<file path="src/spi_fifo_pkg.sv">
package spi_fifo_pkg;

  // Serial port framing
  localparam int          BYTE_BITS     = 8;
  localparam int          ADDR_BITS     = 7;
  localparam int          DIR_BIT_POS   = 7;
  localparam logic        DIR_WRITE     = 1'b1;
  localparam logic [6:0]  QUEUE_ADDR    = 7'h00;
  localparam logic [7:0]  EMPTY_READ    = 8'h00;

  // Data queue geometry and reset values
  localparam int          QUEUE_DEPTH   = 66;
  localparam int          QUEUE_CNT_W   = 7;
  localparam logic [6:0]  THRESH_RESET  = 7'h0F;

  // Pattern detector geometry
  localparam int          PATTERN_BITS  = 64;
  localparam int          LEN_W         = 3;
  localparam int          TOL_W         = 3;

  // Pin synchroniser depth
  localparam int          SYNC_STAGES   = 3;

  // Operating modes
  typedef enum logic [2:0]
  {
    MODE_SLEEP,
    MODE_STDBY,
    MODE_FS,
    MODE_TX,
    MODE_RX
  } op_mode_t;

  // Register access towards the configuration store
  typedef struct packed
  {
    logic                 we;
    logic [6:0]           addr;
    logic [7:0]           wdata;
  } reg_req_t;

  // Queue status flags
  typedef struct packed
  {
    logic                 has_data;
    logic                 at_capacity;
    logic                 overflow;
    logic                 above_threshold;
  } queue_status_t;

endpackage

</file>
<file path="src/byte_queue.sv">
`timescale 1ns/10ps
`default_nettype none

module byte_queue
#(
  parameter int WIDTH = 8,
  parameter int DEPTH = 66,
  parameter int CNT_W = 7
)
(
  // Clock and reset
  input  wire logic             core_clk,
  input  wire logic             rstn,
  // Flush
  input  wire logic             clear,
  // Filling side
  input  wire logic             in_valid,
  output logic                  in_ready,
  input  wire logic [WIDTH-1:0] in_data,
  // Draining side
  output logic                  out_valid,
  input  wire logic             out_ready,
  output logic      [WIDTH-1:0] out_data,
  // Occupancy
  output logic      [CNT_W-1:0] count
);

  logic [WIDTH-1:0] mem [DEPTH];  // Storage
  logic [CNT_W-1:0] wr_ptr_ff;    // Write index
  logic [CNT_W-1:0] rd_ptr_ff;    // Read index
  logic [CNT_W-1:0] cnt_ff;       // Stored words
  logic             push;         // Word accepted
  logic             pop;          // Word removed

  assign in_ready  = (cnt_ff != CNT_W'(DEPTH));
  assign out_valid = (cnt_ff != '0);
  assign out_data  = mem[rd_ptr_ff];
  assign count     = cnt_ff;
  assign push      = in_valid && in_ready && !clear;
  assign pop       = out_valid && out_ready && !clear;

  // Wraps an index at the end of storage
  function automatic logic [CNT_W-1:0] bump(input logic [CNT_W-1:0] p);
    bump = (p == CNT_W'(DEPTH - 1)) ? '0 : p + 1'b1;
  endfunction

  // Storage write
  always_ff @(posedge core_clk)
  begin
    if (push)
    begin
      mem[wr_ptr_ff] <= in_data;
    end
  end

  // Pointers and occupancy
  always_ff @(posedge core_clk or negedge rstn)
  begin
    if (!rstn)
    begin
      wr_ptr_ff <= '0;
      rd_ptr_ff <= '0;
      cnt_ff    <= '0;
    end
    else if (clear)
    begin
      wr_ptr_ff <= '0;
      rd_ptr_ff <= '0;
      cnt_ff    <= '0;
    end
    else
    begin
      if (push)
        wr_ptr_ff <= bump(wr_ptr_ff);
      if (pop)
        rd_ptr_ff <= bump(rd_ptr_ff);
      if (push && !pop)
        cnt_ff <= cnt_ff + 1'b1;
      else if (pop && !push)
        cnt_ff <= cnt_ff - 1'b1;
    end
  end

endmodule

`default_nettype wire

</file>
<file path="src/spi_register_fifo_sync_detect.sv">
`timescale 1ns/10ps
`default_nettype none

module spi_register_fifo_sync_detect
#(
  parameter int DEPTH = spi_fifo_pkg::QUEUE_DEPTH
)
(
  // Clock and reset
  input  wire logic                      core_clk,
  input  wire logic                      rstn,
  // Serial port pins
  input  wire logic                      sck,
  input  wire logic                      nss_n,
  input  wire logic                      mosi,
  output logic                           miso_o,
  output logic                           miso_oe,
  // Configuration register store
  output spi_fifo_pkg::reg_req_t         reg_req,
  input  wire logic [7:0]                reg_rdata,
  // Operating mode and settings
  input  wire spi_fifo_pkg::op_mode_t    op_mode,
  input  wire logic [6:0]                queue_threshold,
  input  wire logic                      overflow_clear,
  input  wire logic                      pattern_detect_enable,
  input  wire logic [2:0]                pattern_length,
  input  wire logic [2:0]                pattern_error_tolerance,
  input  wire logic [63:0]               pattern_value,
  // Modem bit stream
  input  wire logic                      bit_clk,
  input  wire logic                      rx_bit,
  output logic                           tx_bit,
  // Status
  output spi_fifo_pkg::queue_status_t    queue_status,
  output logic                           frame_transmitted,
  output logic                           pattern_hit
);

  localparam int CW = spi_fifo_pkg::QUEUE_CNT_W;
  localparam int NP = 5;  // Synchronised pins

  // Pin synchronisers: sck, nss_n, mosi, bit_clk, rx_bit
  logic [NP-1:0] s1_ff;   // First stage
  logic [NP-1:0] s2_ff;   // Second stage
  logic [NP-1:0] s3_ff;   // Third stage
  logic [NP-1:0] lvl_ff;  // Agreed level
  logic [NP-1:0] rise;    // Agreed rising change
  logic [NP-1:0] fall;    // Agreed falling change

  // Serial port state
  logic [2:0]    bit_cnt_ff;   // Bit within byte
  logic [7:0]    rx_sr_ff;     // Incoming byte
  logic [7:0]    tx_sr_ff;     // Outgoing byte
  logic          addr_done_ff; // Address byte received
  logic          write_ff;     // Direction of frame
  logic [6:0]    addr_ff;      // Current register address
  logic          load_ff;      // Reply byte fetch pending
  logic          peek_ff;      // Reply byte taken from queue head
  logic          miso_ff;      // Data-out bit
  logic          in_frame;     // Select asserted
  logic [7:0]    byte_in;      // Completed byte
  logic          byte_done;    // Byte completes this cycle

  // Queue connections
  logic          q_in_valid;
  logic          q_in_ready;
  logic [7:0]    q_in_data;
  logic          q_out_valid;
  logic          q_out_ready;
  logic [7:0]    q_out_data;
  logic [CW-1:0] q_count;
  logic          q_clear;
  logic          spi_push;     // Host writes queue
  logic          spi_pop;      // Host reads queue
  logic          rx_push;      // Receiver writes queue
  logic          tx_pop;       // Transmitter reads queue

  // Flags
  logic          has_data_ff;
  logic          overflow_ff;
  logic          level_ff;
  logic          level_stuck_ff;
  logic          q_access_ff;  // Queue touched last cycle
  logic          hit_ff;
  logic          sent_ff;
  logic          empty_d_ff;   // Queue empty last cycle

  // Modem shifters
  spi_fifo_pkg::op_mode_t mode_ff;  // Previous mode
  logic [2:0]    mbit_cnt_ff;  // Bit within modem byte
  logic [7:0]    mrx_sr_ff;    // Receive assembly
  logic          mrx_ready_ff; // Assembled byte waiting
  logic [7:0]    mrx_byte_ff;  // Assembled byte
  logic [7:0]    mtx_sr_ff;    // Transmit serialiser
  logic          mtx_busy_ff;  // Serialiser holds a byte
  logic          tx_bit_ff;    // Modulator bit
  logic [63:0]   hist_ff;      // Received bit history
  logic          is_rx;
  logic          is_tx;

  // Counts set bits of a vector
  function automatic logic [6:0] ones(input logic [63:0] v);
    logic [6:0] n;
    n = '0;
    for (int i = 0; i < spi_fifo_pkg::PATTERN_BITS; i++)
      n = n + 7'(v[i]);
    ones = n;
  endfunction

  // Bit mask covering the programmed pattern length
  function automatic logic [63:0] len_mask(input logic [2:0] len);
    len_mask = ~64'h0 >> (7'(spi_fifo_pkg::PATTERN_BITS) - 7'({len, 3'b000}) - 7'h08);
  endfunction

  // Three-stage synchronisers; level taken once stages two and three agree
  always_ff @(posedge core_clk or negedge rstn)
  begin
    if (!rstn)
    begin
      s1_ff  <= 5'h02;
      s2_ff  <= 5'h02;
      s3_ff  <= 5'h02;
      lvl_ff <= 5'h02;
    end
    else
    begin
      s1_ff <= {rx_bit, bit_clk, mosi, nss_n, sck};
      s2_ff <= s1_ff;
      s3_ff <= s2_ff;
      for (int i = 0; i < NP; i++)
        if (s2_ff[i] == s3_ff[i])
          lvl_ff[i] <= s3_ff[i];
    end
  end

  // Edges of the agreed levels
  always_comb
  begin
    for (int i = 0; i < NP; i++)
    begin
      rise[i] = (s2_ff[i] == s3_ff[i]) && s3_ff[i] && !lvl_ff[i];
      fall[i] = (s2_ff[i] == s3_ff[i]) && !s3_ff[i] && lvl_ff[i];
    end
  end

  assign in_frame  = !lvl_ff[1];
  assign byte_in   = {rx_sr_ff[6:0], lvl_ff[2]};
  assign byte_done = in_frame && rise[0] && (bit_cnt_ff == 3'h7);

  // Receive side of the serial port: bits, address and direction
  always_ff @(posedge core_clk or negedge rstn)
  begin
    if (!rstn)
    begin
      bit_cnt_ff   <= '0;
      rx_sr_ff     <= '0;
      addr_done_ff <= 1'b0;
      write_ff     <= 1'b0;
      addr_ff      <= '0;
    end
    else if (!in_frame || fall[1])
    begin
      // Frame ended or starting: expect an address byte
      bit_cnt_ff   <= '0;
      addr_done_ff <= 1'b0;
    end
    else if (rise[0])
    begin
      rx_sr_ff   <= byte_in;
      bit_cnt_ff <= bit_cnt_ff + 1'b1;
      if (byte_done && !addr_done_ff)
      begin
        // Address byte: direction then seven address bits
        addr_done_ff <= 1'b1;
        write_ff     <= (byte_in[spi_fifo_pkg::DIR_BIT_POS] == spi_fifo_pkg::DIR_WRITE);
        addr_ff      <= byte_in[6:0];
      end
      else if (byte_done && addr_ff != spi_fifo_pkg::QUEUE_ADDR)
      begin
        addr_ff <= addr_ff + 1'b1;
      end
    end
  end

  // Register store write strobe, address and data
  always_comb
  begin
    reg_req.addr  = addr_ff;
    reg_req.wdata = byte_in;
    reg_req.we    = byte_done && addr_done_ff && write_ff
                    && (addr_ff != spi_fifo_pkg::QUEUE_ADDR);
  end

  // Host queue access; address stays on the queue
  assign spi_push = byte_done && addr_done_ff && write_ff
                    && (addr_ff == spi_fifo_pkg::QUEUE_ADDR);
  // Head leaves only once the host clocked the whole byte out, so a frame
  // ending after its last byte does not swallow the next queued byte
  assign spi_pop  = byte_done && addr_done_ff && peek_ff && !write_ff
                    && (addr_ff == spi_fifo_pkg::QUEUE_ADDR);

  // Reply byte: fetched one cycle after a byte ends, shifted out on falling edges
  always_ff @(posedge core_clk or negedge rstn)
  begin
    if (!rstn)
    begin
      load_ff  <= 1'b0;
      peek_ff  <= 1'b0;
      tx_sr_ff <= '0;
      miso_ff  <= 1'b0;
    end
    else
    begin
      load_ff <= byte_done;
      if (!in_frame)
      begin
        tx_sr_ff <= '0;
        miso_ff  <= 1'b0;
        peek_ff  <= 1'b0;
      end
      else if (load_ff)
      begin
        // Register read shows contents before any write of this byte
        peek_ff  <= q_out_valid && (addr_ff == spi_fifo_pkg::QUEUE_ADDR);
        if (addr_ff == spi_fifo_pkg::QUEUE_ADDR)
          tx_sr_ff <= q_out_valid ? q_out_data : spi_fifo_pkg::EMPTY_READ;
        else
          tx_sr_ff <= reg_rdata;
      end
      else if (fall[0])
      begin
        miso_ff  <= tx_sr_ff[7];
        tx_sr_ff <= {tx_sr_ff[6:0], 1'b0};
      end
    end
  end

  // Slave-only data-out, released while deselected
  assign miso_o  = miso_ff;
  assign miso_oe = in_frame;

  assign is_rx = (op_mode == spi_fifo_pkg::MODE_RX);
  assign is_tx = (op_mode == spi_fifo_pkg::MODE_TX);

  // Queue flush on leaving transmit, on entering receive or on receive to transmit, or on overflow clear
  always_comb
  begin
    q_clear = overflow_clear;
    if (op_mode != mode_ff)
    begin
      if (mode_ff == spi_fifo_pkg::MODE_TX)
        q_clear = 1'b1;
      else if (is_rx && mode_ff != spi_fifo_pkg::MODE_RX)
        q_clear = 1'b1;
      else if (is_tx && mode_ff == spi_fifo_pkg::MODE_RX)
        q_clear = 1'b1;
    end
  end

  // Queue writer and reader selection; host first on write, host or serialiser pops on read
  assign q_in_valid  = spi_push || rx_push;
  assign q_in_data   = spi_push ? byte_in : mrx_byte_ff;
  assign rx_push     = mrx_ready_ff && !spi_push;
  assign q_out_ready = spi_pop || tx_pop;

  byte_queue
  #(
    .WIDTH (spi_fifo_pkg::BYTE_BITS),
    .DEPTH (DEPTH),
    .CNT_W (CW)
  )
  u_queue
  (
    .core_clk  (core_clk),
    .rstn      (rstn),
    .clear     (q_clear),
    .in_valid  (q_in_valid),
    .in_ready  (q_in_ready),
    .in_data   (q_in_data),
    .out_valid (q_out_valid),
    .out_ready (q_out_ready),
    .out_data  (q_out_data),
    .count     (q_count)
  );

  // Queue flags
  always_ff @(posedge core_clk or negedge rstn)
  begin
    if (!rstn)
    begin
      has_data_ff    <= 1'b0;
      overflow_ff    <= 1'b0;
      level_ff       <= 1'b0;
      level_stuck_ff <= 1'b0;
      q_access_ff    <= 1'b0;
      empty_d_ff     <= 1'b1;
    end
    else
    begin
      // Held during a host queue read, refreshed at select falling
      if (!(in_frame && addr_done_ff && !write_ff
            && addr_ff == spi_fifo_pkg::QUEUE_ADDR) || fall[1])
        has_data_ff <= (q_count != '0);
      // Write into a full queue: byte dropped, flag set; set beats clear
      if (q_in_valid && !q_in_ready)
        overflow_ff <= 1'b1;
      else if (overflow_clear)
        overflow_ff <= 1'b0;
      q_access_ff <= q_in_valid || q_out_ready;
      empty_d_ff  <= (q_count == '0);
      // Level frozen once full until the queue drains
      if (q_count == CW'(DEPTH))
        level_stuck_ff <= 1'b1;
      else if (q_count == '0)
        level_stuck_ff <= 1'b0;
      if (q_access_ff && (!level_stuck_ff || q_count == '0))
        level_ff <= (q_count > queue_threshold);
    end
  end

  always_comb
  begin
    queue_status.has_data        = has_data_ff;
    queue_status.at_capacity     = (q_count == CW'(DEPTH));
    queue_status.overflow        = overflow_ff;
    queue_status.above_threshold = level_ff;
  end

  // Receive and transmit serialiser clocked by modem bit edges
  always_ff @(posedge core_clk or negedge rstn)
  begin
    if (!rstn)
    begin
      mode_ff      <= spi_fifo_pkg::MODE_SLEEP;
      mbit_cnt_ff  <= '0;
      mrx_sr_ff    <= '0;
      mrx_ready_ff <= 1'b0;
      mrx_byte_ff  <= '0;
      mtx_sr_ff    <= '0;
      mtx_busy_ff  <= 1'b0;
      tx_bit_ff    <= 1'b0;
      hist_ff      <= '0;
    end
    else
    begin
      mode_ff <= op_mode;
      if (rx_push)
        mrx_ready_ff <= 1'b0;
      if (op_mode != mode_ff)
      begin
        mbit_cnt_ff <= '0;
        mtx_busy_ff <= 1'b0;
      end
      else if (is_rx && rise[3])
      begin
        // Assemble demodulated bits, gated by a pattern hit when detection is on
        hist_ff   <= {hist_ff[62:0], lvl_ff[4]};
        mrx_sr_ff <= {mrx_sr_ff[6:0], lvl_ff[4]};
        if (!pattern_detect_enable || hit_ff)
        begin
          mbit_cnt_ff <= mbit_cnt_ff + 1'b1;
          if (mbit_cnt_ff == 3'h7)
          begin
            mrx_byte_ff  <= {mrx_sr_ff[6:0], lvl_ff[4]};
            mrx_ready_ff <= 1'b1;
          end
        end
      end
      else if (is_tx && rise[3])
      begin
        // Serialise most significant bit first
        if (mbit_cnt_ff == 3'h0 && q_out_valid)
        begin
          tx_bit_ff   <= q_out_data[7];
          mtx_sr_ff   <= {q_out_data[6:0], 1'b0};
          mtx_busy_ff <= 1'b1;
          mbit_cnt_ff <= 3'h1;
        end
        else if (mbit_cnt_ff != 3'h0)
        begin
          tx_bit_ff   <= mtx_sr_ff[7];
          mtx_sr_ff   <= {mtx_sr_ff[6:0], 1'b0};
          mbit_cnt_ff <= mbit_cnt_ff + 1'b1;
        end
        else
        begin
          mtx_busy_ff <= 1'b0;
        end
      end
    end
  end

  assign tx_pop = is_tx && (op_mode == mode_ff) && rise[3]
                  && (mbit_cnt_ff == 3'h0) && q_out_valid;
  assign tx_bit = tx_bit_ff;

  // Transmitted indication once the serialiser runs dry after its last bit
  always_ff @(posedge core_clk or negedge rstn)
  begin
    if (!rstn)
      sent_ff <= 1'b0;
    else if (is_tx && rise[3] && mbit_cnt_ff == 3'h0 && !q_out_valid && mtx_busy_ff)
      sent_ff <= 1'b1;
    else if (!is_tx)
      sent_ff <= 1'b0;
  end

  assign frame_transmitted = sent_ff;

  // Pattern match over the last (length+1)*8 bits, within the error tolerance
  always_ff @(posedge core_clk or negedge rstn)
  begin
    if (!rstn)
      hit_ff <= 1'b0;
    else if (pattern_detect_enable && is_rx && !hit_ff && rise[3]
             && ones(({hist_ff[62:0], lvl_ff[4]}
                      ^ (pattern_value >> (7'(spi_fifo_pkg::PATTERN_BITS)
                                          - 7'({pattern_length, 3'b000}) - 7'h08)))
                     & len_mask(pattern_length))
                <= 7'(pattern_error_tolerance))
      hit_ff <= 1'b1;
    else if (!is_rx || (q_count == '0 && !empty_d_ff))
      hit_ff <= 1'b0;
  end

  assign pattern_hit = hit_ff;

endmodule

`default_nettype wire

</file>
<file path="config.mk">
export PLATFORM = sky130hd
export DESIGN_NAME = spi_register_fifo_sync_detect
export DESIGN_NICKNAME = d
export VERILOG_FILES = /design/src/spi_fifo_pkg.sv /design/src/byte_queue.sv /design/src/spi_register_fifo_sync_detect.sv
export SDC_FILE = /design/constraint.sdc
export NUM_CORES = 1
export LEC_CHECK = 0
export ABC_AREA = 0
export BUFFER_PORTS_ARGS = -buffer_cell sky130_fd_sc_hd__buf_2
export CORE_ASPECT_RATIO = 1.1
export CORE_MARGIN = 3
export CORE_UTILIZATION = 59
export DETAILED_ROUTE_END_ITERATION = 7
export PLACE_DENSITY = 0.86
export SYNTH_ARGS = -nofsm -noshare
export SYNTH_HDL_FRONTEND = slang
export SYNTH_SLANG_ARGS = --single-unit
</file>
<file path="constraint.sdc">
create_clock -name core_clk -period 8.1 [get_ports core_clk]
set_clock_uncertainty 0.1 [all_clocks]
set_input_delay 1.215 -clock core_clk [delete_from_list [all_inputs] [get_ports core_clk]]
set_output_delay 1.215 -clock core_clk [all_outputs]
set_load 0.02 [all_outputs]
</file>
==> metrics.md, run 1 <==
| Metric | Value |
|---|---|
| Status | finished, violations left |
| Failing checks | capacitance limit, slew limit |
| Warning count from the yosys run | 0 |
| Row cnt | slightly below 90 |
| Final Hold Viols | 0 |
| Worst reg-to-reg setup slack | 1.03 ns |
| Initial antenna violation count | 3 |
| CTS tree | built |
| Avg Vias per Cell | 6.41 |
| Design Power | 10.3 mW |
| Worst-Margin Slew | 1.50 ns |
| Die Ht | 251 um |
| Final instance area | 36500 um^2 |
| Unrepaired setup endpoints after global routing | true |
| Core ar. | 53800 um^2 |
| Main flop type after synthesis | edfxtp_1 |
| GRT Overall Usage | 0.287 |
| Layout cells sized above 1 | 0.256 |
| Slew Limit Fails | 1 |
| WP data arrival | 8.41 ns |
| Number of synthesized flops with an enable pin | 528 |
| Clock transition at path regs | 0.07 ns |
| Syn avg cell area | 14.9 um^2 |
| DP HPWL | ~53000 um |
| Post-route clock period utilization | 0.984 |
| DRT iter0 DRCs | between 2000 and 3000 |
| Final WL | 82700 um |
| Synth top area share | 0.493 |
| CTS sink count | 694 |
| Endpoints failing setup | 0 |
| Critical Path RT | approximately 8.5 ns |
| Number of buffers created by CTS | roughly 70 |
| Die Wd | 229 um |
| Hold Path Class | register to register |
| F_max | 125 MHz |
| Worst VDD drop | 1040 uV |
| Vias in the first global route | 20300 |
| I/O pins | about 120 |
| Pre-antenna DRT Iters | 8 |
| Seq/Total Area, Yosys | 0.622 |
| Max-capacitance violation count | 1 |
| Final ANT Viol Nets | 0 |
| CP peak stage delay | roughly 0.58 ns |
| First-pass GRT wire length | roughly 120000 um |
| DRC viols | 0 |
| Synth Instances | between 2000 and 2500 |
| FF+latch count, synth | 694 |
| Synth area leader | edfxtp_1 |
| Async S/R FF share, synth | 0.239 |
| Final min period | approximately 8 ns |
| WL/cell | 26.4 um |
| Synth top area cells | edfxtp_1, dfrtp_1, mux4_2, mux2i_1, mux2_2 |
| Distinct cells, synth | 76 |
| Layout area overhead | 13.6% |
| Syn nets | approximately 2400 |
| PortBufs | between 100 and 150 |
| Lkg Pwr | between 10 and 15 nW |
| Max-slew headroom | -0.0234 |
| CP endpoint kind | register |
| Placed Area | 34000 um^2 |
| Top cells by count, synth | edfxtp_1, dfrtp_1, mux2i_1, nand2_1, nor2_1 |
| H-tree depth | 3 |
| WS Path Type | input port to register |
| Final #Nets | 2543 |
| Worst skew pair latency | 0.62 ns |
| Largest net degree at the start of global routing | 103 |
| Hold buffers post-CTS | 0 |
| Cell Pwr Density | between 200 and 300 nW/um^2 |
| Vias | approximately 20000 |
| Worst hold slack | 0.252 ns |
| CP startpoint kind | input port |
| Most used cell, CP | fa_1 |
| Initial Utilization | 0.598 |
| Crit-path max FO | 5 |
| Post-Place Cells | 2993 |
| CTS Buffer Depth | 3 |
| Synth Cell Area | 32200 um^2 |
| GRT overflow | 0 |
| Cell with the most instances after synthesis | edfxtp_1 |
| Final RePlAce weighted congestion | roughly 1.0 |
| Crit-path slowest cell | fa_1 |
| Post-route insts no fill | 3130 |
| Sum Neg Setup Slack | 0 ns |
| CTS root buffer | clkbuf_16 |
| Die footprint | 57400 um^2 |
cell type report:
type / count / area [um^2]
fill: 3391 / 17200
timing repair buffer: 219 / 1480
tap: 728 / 911
multi-input combinational: 1270 / 11600
clock buffer: 89 / 1830
sequential: 694 / 20000
inverter: 92 / 345
antenna: 1 / 2.50
clock inverter: 37 / 389
critical path: cells and delay by family:
kind | cells | cell delay [ns]
compound gates | 5 | 0.75
xor+xnor | 1 | 0.13
fa+ha+maj | 11 | 4.99
buf+inv | 9 | 0.76
mux | 1 | 0.30
simple gates | 2 | 0.25
routing by layer:
layer	track usage	up-vias	wire length, um
met5	0	-	21
met1	0.363	10000	29600
met2	0.478	1289	40700
met4	0.139	4	4620
met3	0.0611	297	7790
li1	-	8456	-
stage by stage:
stage,util,worst slack (ns)
floorplan,-,-0.0632
global placement,0.632,-0.541
detailed placement,0.632,-0.656
CTS,0.673,0.0301
global route,0.679,-0.0665
finish,0.679,0.131
what timing repair did:
item,in CTS,in global routing
gates resized for setup,1,69
buffers inserted,0,9
endpoints found under the setup margin,1,1
pin swaps,0,36
cloned,0,2
flip-flops by register name, summed over array words and instances, names as in the netlist, 6 cells and up:
signal             count
addr_ff                7
hist_ff               57
mrx_byte_ff            8
mrx_sr_ff              6
mtx_sr_ff              7
rx_sr_ff               7
tx_sr_ff               8
u_queue.count          7
u_queue.mem          528
u_queue.rd_ptr_ff      7
u_queue.wr_ptr_ff      7
cells in the final DEF, fill, tap and decap left out, types with 8 or more instances in the layout:
cell type  count
a21oi_1       49
and2_1        10
fa_1          55
ha_1          43
clkbuf_16     72
nand2b_1      16
a22o_1        14
a32oi_1        8
nor2b_1       36
inv_2         11
a22oi_1       39
o21ai_1       12
xnor2_1       56
buf_2        119
o21ai_0       62
nand2_1      136
mux2_2       113
inv_1         81
xor2_1        30
a211oi_1      18
nand3_1       25
clkinv_2      11
a221oi_1      10
mux2i_1      142
dfrtp_1      158
nor3_1        12
buf_4         86
nor2_1       129
mux4_2        90
nand2_2       10
clkbuf_1      18
o22ai_1       10
edfxtp_1     528
a31oi_1       12
final timing paths:
kind                            cells after the start           end               from
worst min register to register                      0      s2_ff[2]           s1_ff[2]
worst min-delay path                                0      s2_ff[2]           s1_ff[2]
max in group asynchronous                           2  mrx_sr_ff[0]               rstn
min in group asynchronous                           1      s2_ff[3]               rstn
worst max register to register                     25   pattern_hit        hist_ff[28]
worst max-delay path                               29   pattern_hit  pattern_length[0]
cells by family after synthesis:
family | count (synthesis) | synth area share
buffers and inverters | 196 | 0.0264
flip-flops | 694 | 0.622
AO/OA/AOI/OAI | 287 | 0.0583
multiplexers | 359 | 0.151
XOR/XNOR | 92 | 0.0256
AND/OR/NAND/NOR | 430 | 0.0636
adder cells (fa/ha/maj) | 102 | 0.0524
power by group:
| group | switching (mW) | leakage, nW | internal (mW) |
|---|---|---|---|
| clock network | 1.37 | 1.08 | 1.79 |
| registers | 0.0420 | 7.46 | 3.82 |
| logic | 1.70 | 5.44 | 1.61 |
| total | 3.11 | 14.0 | 7.22 |
No activity file was read; power rests on OpenSTA's default activity.
==> run 2: changes to the inputs <==
--- a/config.mk
+++ b/config.mk
@@ -10,6 +10,7 @@
 export CORE_ASPECT_RATIO = 1.1
 export CORE_MARGIN = 3
 export CORE_UTILIZATION = 59
+export CTS_BUF_LIST = sky130_fd_sc_hd__clkbuf_16
 export DETAILED_ROUTE_END_ITERATION = 7
 export PLACE_DENSITY = 0.86
 export SYNTH_ARGS = -nofsm -noshare
==> run 2 against run 1 <==
The run still ends with capacitance limit, slew limit left. Sequential power barely moved. Global-route usage decreased by 0.087 points. Via count barely moved. Largest cell class unchanged. First-iteration DRC count fell by 0.74%. Design area barely moved. Fmax fell by 0.29%. Register-to-register slack got worse by 0.02 ns. Combinational power hardly changed. Non-clock buffer count stayed put.
==> metrics.md, run 2 (synthesis gave the netlist of run 1 again) <==
| Metric | Value |
|---|---|
| Die Ht | 251 um |
| CTS sink count | 694 |
| CP endpoint kind | register |
| Core ar. | 53800 um^2 |
| Final min period | 7.99 ns |
| WS Path Type | input port to register |
| Pre-antenna DRT Iters | 6 |
| Final instance area | 36500 um^2 |
| Layout area overhead | 13.6% |
| Layout cells sized above 1 | 0.255 |
| Reg with most FFs | u_queue.mem |
| GRT Overall Usage | 0.286 |
| Commonest non-fill, non-tap cell in the layout | edfxtp_1 |
| F_max | 125 MHz |
| Largest net degree at the start of global routing | 103 |
| Avg Vias per Cell | between 6 and 7 |
| Clock transition at path regs | 0.06 ns |
| First-pass GRT wire length | 124000 um |
| Worst skew pair latency | 0.62 ns |
| Unrepaired setup endpoints after global routing | true |
| DRC viols | 0 |
| Final WL | 82400 um |
| Max reg flops | 528 |
| Cell Pwr Density | 282 nW/um^2 |
| Final RePlAce weighted congestion | 1.03 |
| Worst VDD drop | 1030 uV |
| CP peak stage delay | 0.58 ns |
| WL/cell | 26.3 um |
| CP startpoint kind | input port |
| Post-route clock period utilization | 0.987 |
| Lkg Pwr | 14.0 nW |
| PortBufs | 121 |
| H-tree depth | 3 |
| Max-slew headroom | -0.00945 |
| WP data arrival | 8.43 ns |
| Final Hold Viols | 0 |
| GRT overflow | 0 |
| Design Power | 10.3 mW |
| Die Wd | 229 um |
| Hold Path Class | register to register |
| I/O pins | 122 |
| Crit-path leading delay family | adder cells |
| Failing checks | capacitance limit, slew limit |
| Number of buffers created by CTS | 69 |
| Worst path bufs/invs | 9 |
| CTS root buffer | clkbuf_16 |
| Max-capacitance violation count | 1 |
| Row cnt | 89 |
| Most frequent cells in the layout | edfxtp_1, dfrtp_1, mux2i_1 |
| CTS Buffer Depth | 3 |
| Endpoints failing setup | 0 |
| Largest regs | u_queue.mem x528, hist_ff x57 |
| CTS tree | built |
| Critical Path RT | roughly 8.5 ns |
| Final ANT Viol Nets | 0 |
| Sum Neg Setup Slack | 0 ns |
| Placed Area | 34000 um^2 |
| Layout fillers | approximately 3400 |
| Most used cell, CP | fa_1 |
| Worst-Margin Slew | roughly 1.5 ns |
| Worst setup margin | 0.108 ns |
| DRT iter0 DRCs | 2687 |
| Vias in the first global route | 20300 |
| Crit-path slowest cell | fa_1 |
| Initial antenna violation count | 3 |
| Slew Limit Fails | 1 |
| Crit-path max FO | 5 |
| Vias | 20100 |
| DP Worst Slack | -0.656 ns |
| Hold buffers post-CTS | 0 |
| DP HPWL | 52800 um |
| Status | finished, violations left |
| Final #Nets | 2543 |
| Die footprint | 57400 um^2 |
| Initial Utilization | 0.598 |
## run 2: stage by stage
step | cells | hold slack (ns) | util
3_3_place_gp | 2993 | 0.234 | 0.632
6_report | 3130 | 0.251 | 0.679
5_1_grt | 3130 | 0.259 | 0.679
3_5_place_dp | 2993 | 0.237 | 0.632
2_1_floorplan | 2160 | 0.231 | -
4_1_cts | 3119 | 0.255 | 0.673
## run 2: path summary, 6_finish.rpt
check                                  to  slack (ns)  cells after the start               from
min                              s2_ff[2]        0.25                      0           s1_ff[2]
min reg2reg                      s2_ff[2]        0.25                      0           s1_ff[2]
max in group asynchronous  mrx_byte_ff[1]        5.76                      2               rstn
min in group asynchronous        level_ff        0.56                      1               rstn
max                           pattern_hit        0.11                     29  pattern_length[0]
max reg2reg                   pattern_hit        1.01                     25        hist_ff[28]
## run 2: report_power, final
| group | internal, mW | switching (mW) |
|---|---|---|
| Combinational | 1.61 | 1.69 |
| Clock | 1.76 | 1.37 |
| Sequential | 3.82 | 0.0414 |
| Total | 7.19 | 3.11 |
## run 2: what timing repair did
item | 4_1_cts | 5_1_grt
buffers inserted | 0 | 9
gates resized for setup | 1 | 69
gates cloned | 0 | 2
pin swaps | 0 | 36
setup endpoints to repair | 1 | 1
## run 2: area by class of cell
type                       count  area (um^2)  area share
sequential                   694        20000       0.548
multi-input combinational   1270        11600       0.316
clock buffer                  70         1750      0.0479
timing repair buffer         219         1480      0.0406
tap                          728          911      0.0249
clock inverter                56          460      0.0126
inverter                      92          345     0.00945
antenna                        1         2.50   0.0000685
## run 2: layer usage
metal	vias to the layer above	GRT usage	wire length [um]
li1	8465	-	-
met1	10000	0.363	29600
met2	1299	0.473	40400
met3	277	0.0615	7880
met4	4	0.142	4550
met5	-	0	19
